==> src/rtl/pirqm_defines.svh <==
/*
  constants for the peripheral interrupt merge block: register indices,
  field positions, reset values.
  assumes: included by bare name; byte address = 4 * register index.
*/
`ifndef PIRQM_DEFINES_SVH
`define PIRQM_DEFINES_SVH

// register indices
`define PIRQM_IDX_CLOCK_CONTROL 10'h020
`define PIRQM_IDX_FREQ_TRIM 10'h021
`define PIRQM_IDX_CNT_CTRL 10'h040
`define PIRQM_IDX_CNT1_LO 10'h041
`define PIRQM_IDX_CNT1_HI 10'h042
`define PIRQM_IDX_CNT2_LO 10'h043
`define PIRQM_IDX_CNT2_HI 10'h044
// status and mask sit above the byte-wide map so 45h to ffh stay unused
`define PIRQM_IDX_IRQ_STATUS 10'h100
`define PIRQM_IDX_IRQ_MASK 10'h101

// clock control fields
`define PIRQM_CLK_ECI 0
`define PIRQM_CLK_CIF 1
`define PIRQM_CLK_RUN 3

// counter control fields
`define PIRQM_CC_C2F 0
`define PIRQM_CC_CNT2_IRQ_ENABLE 2
`define PIRQM_CC_EC2 3
`define PIRQM_CC_C1F 4
`define PIRQM_CC_CNT1_IRQ_ENABLE 6
`define PIRQM_CC_EC1 7
`define PIRQM_CC_WMASK 8'hdd

// sticky status bits
`define PIRQM_ST_RTC 0
`define PIRQM_ST_CNT1 1
`define PIRQM_ST_CNT2 2
`define PIRQM_ST_PIN 3

`define PIRQM_RST_BYTE 8'h00
`define PIRQM_RST_CNT 16'h0000
`define PIRQM_CNT_ALL_ONES 16'hffff

`endif

==> src/rtl/pirqm_pkg.sv <==
/*
  types for the peripheral interrupt merge block.
  assumes: constants live in pirqm_defines.svh.
*/
package pirqm_pkg;

  typedef logic [7:0] pirqm_byte_t;
  typedef logic [15:0] pirqm_count_t;
  typedef logic [3:0] pirqm_status_t;

endpackage : pirqm_pkg

==> src/rtl/pirqm_top.sv <==
/*
  peripheral interrupt merge: clock tick and two pulse counters merged onto
  the external interrupt request, with their register file on apb.
  assumes: one 200 MHz clock; rtc_tick is a one-cycle pulse on clk;
  count inputs, ext_irq_pin and power-mode inputs are asynchronous levels.
*/
// The APB interface to the registers was decided locally.
`timescale 1ns/1ps
`include "pirqm_defines.svh"

module pirqm_top (
  input wire logic clk,
  input wire logic rstn,
  input wire logic psel,
  input wire logic penable,
  input wire logic pwrite,
  input wire logic [11:0] paddr,
  input wire logic [31:0] pwdata,
  output logic [31:0] prdata,
  output logic pready,
  output logic pslverr,
  input wire logic rtc_tick,
  input wire logic cnt1_clk_pin,
  input wire logic cnt2_clk_pin,
  input wire logic ext_irq_pin,
  input wire logic ext_irq_enable_instr,
  input wire logic irq_in_progress,
  input wire logic idle_mode,
  input wire logic stop_mode,
  output logic ext_irq_req,
  output logic periph_irq_service,
  output logic wake_req,
  output logic osc_run,
  output logic irq
);

  ////////////////////////////////////////////////////////////////////////////
  // declarations

  pirqm_pkg::pirqm_byte_t clock_control_r;
  pirqm_pkg::pirqm_byte_t frequency_trim_r;
  pirqm_pkg::pirqm_byte_t counter_control_status_r;
  pirqm_pkg::pirqm_count_t cnt1_r;
  pirqm_pkg::pirqm_count_t cnt2_r;
  pirqm_pkg::pirqm_status_t irq_status_r;
  pirqm_pkg::pirqm_status_t irq_mask_r;
  pirqm_pkg::pirqm_count_t cnt1_nxt;
  pirqm_pkg::pirqm_count_t cnt2_nxt;
  pirqm_pkg::pirqm_byte_t cc_nxt;
  pirqm_pkg::pirqm_byte_t clk_nxt;
  logic [2:0] c1_sync_r;
  logic [2:0] c2_sync_r;
  logic [1:0] pin_sync_r;
  logic [1:0] idle_sync_r;
  logic [1:0] stop_sync_r;
  logic pin_prev_r;
  logic pin_lvl;
  logic c1_fall;
  logic c2_fall;
  logic c1_step;
  logic c2_step;
  logic c1_ovf;
  logic c2_ovf;
  logic rtc_event;
  logic wr_en;
  logic rd_setup;
  logic [9:0] idx;
  logic aligned;
  logic mapped;
  logic wr_clk;
  logic wr_cc;
  logic [7:0] wb;
  logic [7:0] rd_byte;
  logic periph_req;
  logic rtc_run;

  ////////////////////////////////////////////////////////////////////////////
  // input synchronisers; the first stage feeds only the second

  always_ff @(posedge clk or negedge rstn)
  begin
    if (!rstn)
    begin
      c1_sync_r <= 3'h0;
      c2_sync_r <= 3'h0;
      pin_sync_r <= 2'h0;
      idle_sync_r <= 2'h0;
      stop_sync_r <= 2'h0;
      pin_prev_r <= 1'b0;
    end
    else
    begin
      c1_sync_r <= {c1_sync_r[1:0], cnt1_clk_pin};
      c2_sync_r <= {c2_sync_r[1:0], cnt2_clk_pin};
      pin_sync_r <= {pin_sync_r[0], ext_irq_pin};
      idle_sync_r <= {idle_sync_r[0], idle_mode};
      stop_sync_r <= {stop_sync_r[0], stop_mode};
      pin_prev_r <= pin_sync_r[1];
    end
  end

  assign pin_lvl = pin_sync_r[1];
  // bit 2 is the previous synchronised sample
  assign c1_fall = c1_sync_r[2] & ~c1_sync_r[1];
  assign c2_fall = c2_sync_r[2] & ~c2_sync_r[1];

  ////////////////////////////////////////////////////////////////////////////
  // apb decode: zero wait states, read data captured in the setup cycle

  assign idx = paddr[11:2];
  assign aligned = (paddr[1:0] == 2'h0);
  always_comb
  begin
    unique case (idx)
      `PIRQM_IDX_CLOCK_CONTROL, `PIRQM_IDX_FREQ_TRIM,
      `PIRQM_IDX_CNT_CTRL, `PIRQM_IDX_CNT1_LO, `PIRQM_IDX_CNT1_HI,
      `PIRQM_IDX_CNT2_LO, `PIRQM_IDX_CNT2_HI,
      `PIRQM_IDX_IRQ_STATUS, `PIRQM_IDX_IRQ_MASK: mapped = aligned;
      default: mapped = 1'b0;
    endcase
  end

  assign pready = 1'b1;
  assign pslverr = psel & penable & ~mapped;
  assign wr_en = psel & penable & pwrite & mapped;
  assign rd_setup = psel & ~penable & ~pwrite;
  assign wb = pwdata[7:0];
  assign wr_clk = wr_en & (idx == `PIRQM_IDX_CLOCK_CONTROL);
  assign wr_cc = wr_en & (idx == `PIRQM_IDX_CNT_CTRL);

  always_comb
  begin
    unique case (idx)
      `PIRQM_IDX_CLOCK_CONTROL: rd_byte = clock_control_r;
      `PIRQM_IDX_FREQ_TRIM: rd_byte = frequency_trim_r;
      `PIRQM_IDX_CNT_CTRL: rd_byte = counter_control_status_r;
      `PIRQM_IDX_CNT1_LO: rd_byte = cnt1_r[7:0];
      `PIRQM_IDX_CNT1_HI: rd_byte = cnt1_r[15:8];
      `PIRQM_IDX_CNT2_LO: rd_byte = cnt2_r[7:0];
      `PIRQM_IDX_CNT2_HI: rd_byte = cnt2_r[15:8];
      `PIRQM_IDX_IRQ_STATUS: rd_byte = {4'h0, irq_status_r};
      `PIRQM_IDX_IRQ_MASK: rd_byte = {4'h0, irq_mask_r};
      default: rd_byte = 8'h00;
    endcase
  end

  always_ff @(posedge clk or negedge rstn)
  begin
    if (!rstn)
    begin
      prdata <= 32'h0000_0000;
    end
    else if (rd_setup)
    begin
      // unmapped or misaligned reads return zero with an error
      prdata <= {24'h00_0000, (aligned ? rd_byte : 8'h00)};
    end
  end

  ////////////////////////////////////////////////////////////////////////////
  // clock control and frequency trim

  assign rtc_run = clock_control_r[`PIRQM_CLK_RUN];
  // in every power mode the tick only counts while the run bit is set
  assign rtc_event = rtc_tick & rtc_run;

  always_comb
  begin
    clk_nxt = clock_control_r;
    if (wr_clk)
    begin
      clk_nxt = wb;
    end
    if (rtc_event)
    begin
      // set beats a software clear in the same cycle
      clk_nxt[`PIRQM_CLK_CIF] = 1'b1;
    end
  end

  always_ff @(posedge clk or negedge rstn)
  begin
    if (!rstn)
    begin
      clock_control_r <= `PIRQM_RST_BYTE;
      frequency_trim_r <= `PIRQM_RST_BYTE;
    end
    else
    begin
      clock_control_r <= clk_nxt;
      if (wr_en && idx == `PIRQM_IDX_FREQ_TRIM)
      begin
        frequency_trim_r <= wb;
      end
    end
  end

  // oscillator held off in stop mode unless something needs it
  assign osc_run = ~stop_sync_r[1] | rtc_run
    | counter_control_status_r[`PIRQM_CC_EC1]
    | counter_control_status_r[`PIRQM_CC_EC2];

  ////////////////////////////////////////////////////////////////////////////
  // pulse counters, running in every power mode when enabled

  assign c1_step = c1_fall & counter_control_status_r[`PIRQM_CC_EC1];
  assign c2_step = c2_fall & counter_control_status_r[`PIRQM_CC_EC2];
  assign c1_ovf = c1_step & (cnt1_r == `PIRQM_CNT_ALL_ONES)
    & counter_control_status_r[`PIRQM_CC_CNT1_IRQ_ENABLE];
  assign c2_ovf = c2_step & (cnt2_r == `PIRQM_CNT_ALL_ONES)
    & counter_control_status_r[`PIRQM_CC_CNT2_IRQ_ENABLE];

  always_comb
  begin
    cnt1_nxt = cnt1_r;
    cnt2_nxt = cnt2_r;
    // a byte write takes priority; a count edge in that cycle is lost
    if (wr_en && idx == `PIRQM_IDX_CNT1_LO)
    begin
      cnt1_nxt[7:0] = wb;
    end
    else if (wr_en && idx == `PIRQM_IDX_CNT1_HI)
    begin
      cnt1_nxt[15:8] = wb;
    end
    else if (c1_step)
    begin
      cnt1_nxt = cnt1_r + 16'h0001;
    end
    if (wr_en && idx == `PIRQM_IDX_CNT2_LO)
    begin
      cnt2_nxt[7:0] = wb;
    end
    else if (wr_en && idx == `PIRQM_IDX_CNT2_HI)
    begin
      cnt2_nxt[15:8] = wb;
    end
    else if (c2_step)
    begin
      cnt2_nxt = cnt2_r + 16'h0001;
    end
  end

  always_ff @(posedge clk or negedge rstn)
  begin
    if (!rstn)
    begin
      cnt1_r <= `PIRQM_RST_CNT;
      cnt2_r <= `PIRQM_RST_CNT;
    end
    else
    begin
      cnt1_r <= cnt1_nxt;
      cnt2_r <= cnt2_nxt;
    end
  end

  ////////////////////////////////////////////////////////////////////////////
  // counter control and status

  always_comb
  begin
    cc_nxt = counter_control_status_r;
    if (wr_cc)
    begin
      cc_nxt = wb & `PIRQM_CC_WMASK;
    end
    // overflow wins over a clear written in the same cycle
    if (c1_ovf)
    begin
      cc_nxt[`PIRQM_CC_C1F] = 1'b1;
    end
    if (c2_ovf)
    begin
      cc_nxt[`PIRQM_CC_C2F] = 1'b1;
    end
  end

  always_ff @(posedge clk or negedge rstn)
  begin
    if (!rstn)
    begin
      counter_control_status_r <= `PIRQM_RST_BYTE;
    end
    else
    begin
      counter_control_status_r <= cc_nxt;
    end
  end

  ////////////////////////////////////////////////////////////////////////////
  // merge onto the external interrupt request

  // the pin enters the final or and the service gate; of the flags it sets only status bit 3
  assign periph_req =
    (clock_control_r[`PIRQM_CLK_CIF] & clock_control_r[`PIRQM_CLK_ECI])
    | (counter_control_status_r[`PIRQM_CC_C1F]
       & counter_control_status_r[`PIRQM_CC_CNT1_IRQ_ENABLE])
    | (counter_control_status_r[`PIRQM_CC_C2F]
       & counter_control_status_r[`PIRQM_CC_CNT2_IRQ_ENABLE]);
  assign ext_irq_req = periph_req | pin_lvl;
  // needs the core's enable; a pending pin request goes first
  assign periph_irq_service = periph_req & ext_irq_enable_instr
    & ~irq_in_progress & ~pin_lvl;

  ////////////////////////////////////////////////////////////////////////////
  // wake-up from idle and stop

  always_ff @(posedge clk or negedge rstn)
  begin
    if (!rstn)
    begin
      wake_req <= 1'b0;
    end
    else
    begin
      // one-cycle pulse on a clock tick or counter overflow while asleep, not on the pin
      wake_req <= (idle_sync_r[1] | stop_sync_r[1])
        & (rtc_event | c1_ovf | c2_ovf);
    end
  end

  ////////////////////////////////////////////////////////////////////////////
  // sticky event status, write one to clear, with mask

  always_ff @(posedge clk or negedge rstn)
  begin
    if (!rstn)
    begin
      irq_status_r <= 4'h0;
      irq_mask_r <= 4'h0;
    end
    else
    begin
      // new events win over a clear in the same cycle
      irq_status_r <= (irq_status_r
        & ~((wr_en && idx == `PIRQM_IDX_IRQ_STATUS) ? wb[3:0] : 4'h0))
        | {pin_lvl & ~pin_prev_r, c2_ovf, c1_ovf, rtc_event};
      if (wr_en && idx == `PIRQM_IDX_IRQ_MASK)
      begin
        irq_mask_r <= wb[3:0];
      end
    end
  end

  assign irq = |(irq_status_r & irq_mask_r);

endmodule : pirqm_top

==> config.mk <==
export PLATFORM = sky130hd
export DESIGN_NAME = pirqm_top
export DESIGN_NICKNAME = d
export VERILOG_FILES = /design/src/rtl/pirqm_pkg.sv /design/src/rtl/pirqm_top.sv
export VERILOG_INCLUDE_DIRS = /design/src /design/src/rtl
export SDC_FILE = /design/constraint.sdc
export NUM_CORES = 1
export LEC_CHECK = 0
export BUFFER_PORTS_ARGS = -buffer_cell sky130_fd_sc_hd__buf_2
export CAP_MARGIN = 10
export CORE_MARGIN = 2
export CORE_UTILIZATION = 30
export CTS_CLUSTER_SIZE = 25
export DETAILED_ROUTE_END_ITERATION = 10
export SLEW_MARGIN = 20
export SYNTH_ARGS = -nofsm -noshare
export SYNTH_HDL_FRONTEND = slang
export SYNTH_SLANG_ARGS = --single-unit
==> constraint.sdc <==
create_clock -name clk -period 2 [get_ports clk]
set_input_delay 0.2 -clock clk [delete_from_list [all_inputs] [get_ports clk]]
set_output_delay 0.2 -clock clk [all_outputs]
set_load 0.02 [all_outputs]
; ---- Word-level counts from Yosys, hierarchy flattened
; Index checks and enable logic that the tools add are counted.
[totals]
output_inout_bits = 39
romBits = 0
ramBits = 0
latch_bits = 0
word_cells = 122
mem_count = 0
ff_bits = 84
[classes]
addsub = 2
muxes = 17
shift = 0
mul = 0
div_mod_pow = 0
bitwise = 49
reduce_logical = 21
n_eq_ne = 13
magnitude_cmp = 0
[ops]
columns = cell, n
row1 = 8-bit case mux with 9 select lines, 1
row2 = 8-bit two-way mux, 7
row3 = 10-bit by 7-bit equality test with 1-bit output (second input constant), 5
row4 = 16-bit by 1-bit adder with 16-bit output (second input constant), 2
row5 = 16-bit equality test (second input constant), 2
row6 = 16-bit two-way mux, 2
row7 = 1-bit bitwise AND, 25
row8 = 10-bit by 6-bit equality test with 1-bit output (second input constant), 2
row9 = 10-bit by 9-bit equality test with 1-bit output (second input constant), 2
row10 = 2-bit nonzero test, 7
row11 = 1-bit NOT, 11
row12 = 1-bit OR, 9
row13 = 9-bit OR reduction, 1
row14 = 4-bit bitwise AND, 2
row15 = 2-bit AND reduction, 4
row16 = 1-bit logical AND, 7
row17 = 5-bit two-way mux, 1
row18 = 1-bit two-way mux, 4
row19 = 4-bit two-way mux, 1
row20 = 2-bit inequality test (second input constant), 2
row21 = 4-bit NOT, 1
row22 = 4-bit OR, 1
row23 = 4-bit OR reduction, 1
row24 = 2-bit zero test, 1
row25 = 2-bit two-way mux, 1

; ---- Longest topological paths before layout
[logic_depth]
word_depth = 9
depth_mapped = 8
ltp_nobuf = 6

; ---- Least setup slack after synthesis
; OpenSTA, ideal clock, no wires.
[synth_timing]
path_type = register to register
startpoint = reg c1_sync_r[1]
endpoint = reg cnt1_r[13]
path_stages_with_launch = 7
setup_time_ps = 126
path_slack_ps = 96
period_less_slack_ps = 1904
arrival_time_ps = 1778
t_required_ps = 1874
n_path_buf = 1
cell_sequence = dfrtp_1 > and3b_1 > clkbuf_1 > nand4_1 > a2111oi_0 > a21oi_1 > a221o_1
[synth_via]
elab_chain_cells = 5
[synth_lines]
columns = element, line
row1 = "start, declared", pirqm_top.sv:51  ; logic [2:0] c1_sync_r;
row2 = "start signal, assigned", pirqm_top.sv:93  ; c1_sync_r <= {c1_sync_r[1:0], cnt1_clk_pin};
row3 = 1-bit NOT, pirqm_top.sv:104  ; assign c1_fall = c1_sync_r[2] & ~c1_sync_r[1];
row4 = 1-bit bitwise AND, pirqm_top.sv:104
row5 = 1-bit bitwise AND, pirqm_top.sv:206  ; assign c1_step = c1_fall & counter_control_status_r[`PIRQM_CC_EC1];
row6 = 2-bit nonzero test (no line), -
row7 = 2-bit AND reduction (no line), -
row8 = "end signal, assigned", pirqm_top.sv:248  ; cnt1_r <= `PIRQM_RST_CNT;
row9 = "end signal, assigned", pirqm_top.sv:253  ; cnt1_r <= cnt1_nxt;
row10 = "end, declared", pirqm_top.sv:43  ; pirqm_pkg::pirqm_count_t cnt1_r;
; No other way between the ends.
; A chain may end at the register's enable or synchronous reset.

; ---- Final worst setup path
[layout_timing]
startpoint = reg counter_control_status_r[3]
endpoint = out osc_run
[layout_via]
elab_chain_cells = 1
[layout_lines]
columns = element, line
row1 = "start, declared", pirqm_top.sv:42  ; pirqm_pkg::pirqm_byte_t counter_control_status_r;
row2 = "start signal, assigned", pirqm_top.sv:283  ; counter_control_status_r <= `PIRQM_RST_BYTE;
row3 = "start signal, assigned", pirqm_top.sv:287  ; counter_control_status_r <= cc_nxt;
row4 = 1-bit OR, pirqm_top.sv:199  ; assign osc_run = ~stop_sync_r[1] | rtc_run
row5 = "end, declared", pirqm_top.sv:33  ; output logic osc_run,
; No other way between the ends.

==> metrics.yaml <==
run_status:
  status: "complete, no violations"
cts:
  clkTransAtPathRegs_ns: 0.06
  cts_sinks: 84
  clock_latency_ns: 0.35
  cts-root-buf: "clkbuf_16"
  cts_buffers: 9
  clk_path_buf_depth: 2
  postCtsSetupBuffers: 0
  h-tree-depth: 3
  cts_tree: "yes"
sta:
  hold_viol: 0
  setup_slack_ns: 0.0845
  post-route-period-util_pct: 95.8
  grt_setup_unrepaired: "no"
  period_needed_ns: 1.92
  finalSetupViolCount: 0
  drv_slew: 0
  tightest_slew_ns: 0.523
  fin_worst_skew_ns: 0.00756
  fin_hold_ws_ns: 0.104
  relSlewSlack_pct: 65.1
  max_freq_mhz: 522
worst_setup_path:
  worstSetupPathType: "flop to primary output"
  startpoint_type: "flop"
  crit_path_start: "counter_control_status_r[3]"
  r2r_start: "cnt2_r[0]"
  reg2reg_slack_ns: 0.17
  worstPathArrival_ns: 1.72
  cp_max_fo: 3
  end_kind: "primary output"
  cp.required_ns: 1.80
  worstReg2RegEnd: "wake_req"
  crit_end: "osc_run"
  reg2reg_depth: 6
power_and_ir_drop:
  total_power_mw: 3.94
  peakVddDrop_mv: 0.383
  power_density_nw_per_um2: 622
  total_leakage_power_nw: 2.73
place:
  dp_slack_ns: -0.0709
  dpl.cell_count: 843
  place_area_um2: 5920
  hpwl_um: 12500
  gp_congestion: 1.02
  port_buffers: 46
floorplan:
  die_h_um: 133
  die_area_um2: 17800
  die_w_um: 133
  initial_core_util_pct: 30.5
  core_um2: 16500
  row_count: 47
  io_pins: 96
synth:
  synth_top_area_share_pct: 41.8
  ys_ff_latch: 84
  netlist_instances: 530
  synth_enable_flop_cells: 0
  yosysWarnings: 0
  synth_area_leader_cell: "dfrtp_1"
  synth.avg_cell_area_um2: 9.49
  ys_seq_area_share_pct: 41.8
  async_reset_ff_share_pct: 100
  synthTopCellsByArea: "dfrtp_1, nand2_1, buf_4"
  synth_area_um2: 5030
  ys_types: 70
  synth_top_flop_cell: "dfrtp_1"
route:
  drt-total-wl_um: 16200
  wl_per_cell_um: 18.8
  drtIter0Drc: 429
  routed_via_density: 5.41
  drt_first_pass_iters: 6
  drtAntennaViolNets: 0
  vias: 4679
  drcViolationCount: 0
worst_hold_path:
  min_from: "rtc_tick"
  min_path_type: "input pin to flop"
job:
  maxCapViolCount: 0
final_layout:
  seq_area_um2: 2100
  num-fill-cells: 1645
  fin_area_um2: 6330
  fin_nets: 699
  antenna_cells: 0
  stdcell_count: 865
  syn_to_final_growth_pct: 25.8
  multi_input_area_um2: 2680
  drive_gt1_share_pct: 25.4
global_routing:
  grtUsageMet2_pct: 28.7
  grt_use_met1_pct: 25.6
  grt.total_usage_pct: 18.8
  grt_start_max_net_pins: 52
  grt_overflow: 0
  grt_pass1_wl_um: 25700
  met3_usage_pct: 4.34
  antenna_found_initial: 1
  grt_pass1_vias: 4602
  top_usage_layer: "met2"
## layout make-up
cell class	count	share of cell area, %
clock buffer	13	4.27
clock inverter	3	1.07
inverter	8	0.475
multi-input combinational	414	42.4
sequential	84	33.2
tap	220	4.35
timing repair buffer	123	14.2
## registers in the layout (all words and copies together), names as in the netlist
| register | count |
|---|---|
| stop_sync_r | 2 |
| irq_mask_r | 4 |
| c2_sync_r | 3 |
| c1_sync_r | 3 |
| pin_prev_r | 1 |
| idle_sync_r | 2 |
| wake_req | 1 |
| cnt1_r | 16 |
| counter_control_status_r | 6 |
| clock_control_r | 8 |
| frequency_trim_r | 8 |
| irq_status_r | 4 |
| prdata | 8 |
| cnt2_r | 16 |
| pin_sync_r | 2 |
## worst min path at each step
| stage | depth (start not counted) | slack (ns) | to |
|---|---|---|---|
| after floorplan | 0 | -0.1 | c1_sync_r[0] |
| after global placement | 1 | 0.19 | cnt2_r[15] |
| after detailed placement | 1 | 0.20 | cnt2_r[15] |
| after CTS | 2 | 0.09 | irq_status_r[0] |
| after global routing | 2 | 0.11 | irq_status_r[0] |
| final | 2 | 0.10 | irq_status_r[0] |
## report_power, final
part	internal [mW]	switching, mW
clock network	1.20	0.671
logic	0.118	0.230
registers	1.72	0.00815
## layout by cell type, fill, tap and decap left out, types with 5 or more instances in the layout
cell and instances:
nor3_1 15, inv_1 8, and2_1 5, nor2b_1 7
a22o_1 6, xnor2_1 11, o21ai_1 26, mux2_2 12
buf_2 45, dlygate4sd3_1 6, o22ai_1 12, nand3b_1 5
a2bb2oi_1 5, a21oi_1 22, mux2i_1 18, clkbuf_16 9
mux2_1 11, nand2_1 64, o21ai_0 18, nor2_1 21
nand4_1 7, nand3_1 23, conb_1 25, dfrtp_1 84
and3_1 9, a31oi_1 6, buf_4 66, buf_12 6
## kinds of logic after synthesis
| kind of cell | Yosys count | synth area share, % |
|---|---|---|
| AO/OA/AOI/OAI | 131 | 16.8 |
| flip-flops | 84 | 41.8 |
| AND/OR/NAND/NOR | 200 | 22.6 |
| adder cells (fa/ha/maj) | 2 | 0.498 |
| multiplexers | 41 | 8.73 |
| other | 2 | 0.149 |
| buffers and inverters | 55 | 6.72 |
| XOR/XNOR | 15 | 2.61 |
## worst max-delay path: stages (launching register included)
cell and delay (ns):
dfrtp_1 0.38, buf_4 0.15, or4b_2 0.66, buf_2 0.18
## stage by stage
step           util (%)  TNS, ns
6_report           38.4        0
5_1_grt            38.4        0
4_1_cts            38.4        0
3_5_place_dp       36.0   -0.341
3_3_place_gp       36.0   -0.127
2_1_floorplan         -        0
## cell usage after synthesis (5+ instances only)
master,count
nand3_1,23
inv_1,8
mux2i_1,18
dfrtp_1,84
o21ai_0,18
a31oi_1,6
a2bb2oi_1,5
a22o_1,6
nand3b_1,5
nand4_1,7
buf_2,9
o21ai_1,26
clkbuf_1,5
buf_4,30
a21oi_1,22
xnor2_1,11
and2_1,5
nor2_1,21
mux2_2,12
and3_1,9
nor3_1,15
nand2_1,64
o22ai_1,12
mux2_1,11
nor2b_1,7
## timing repair
item	CTS	global route
hold buffers	6	0
endpoints found under the setup margin	2	2
hold endpoints to repair	38	0
pin swaps	0	0
resized for setup	1	1
## per-layer routing
layer  part of all wire (%)  vias up
met3                    7.5       42
met2                     44      220
li1                       -     2142
met5                  0.086        -
met1                     44     2273
met4                    4.0        2
Power figures use the tool's default switching activity.
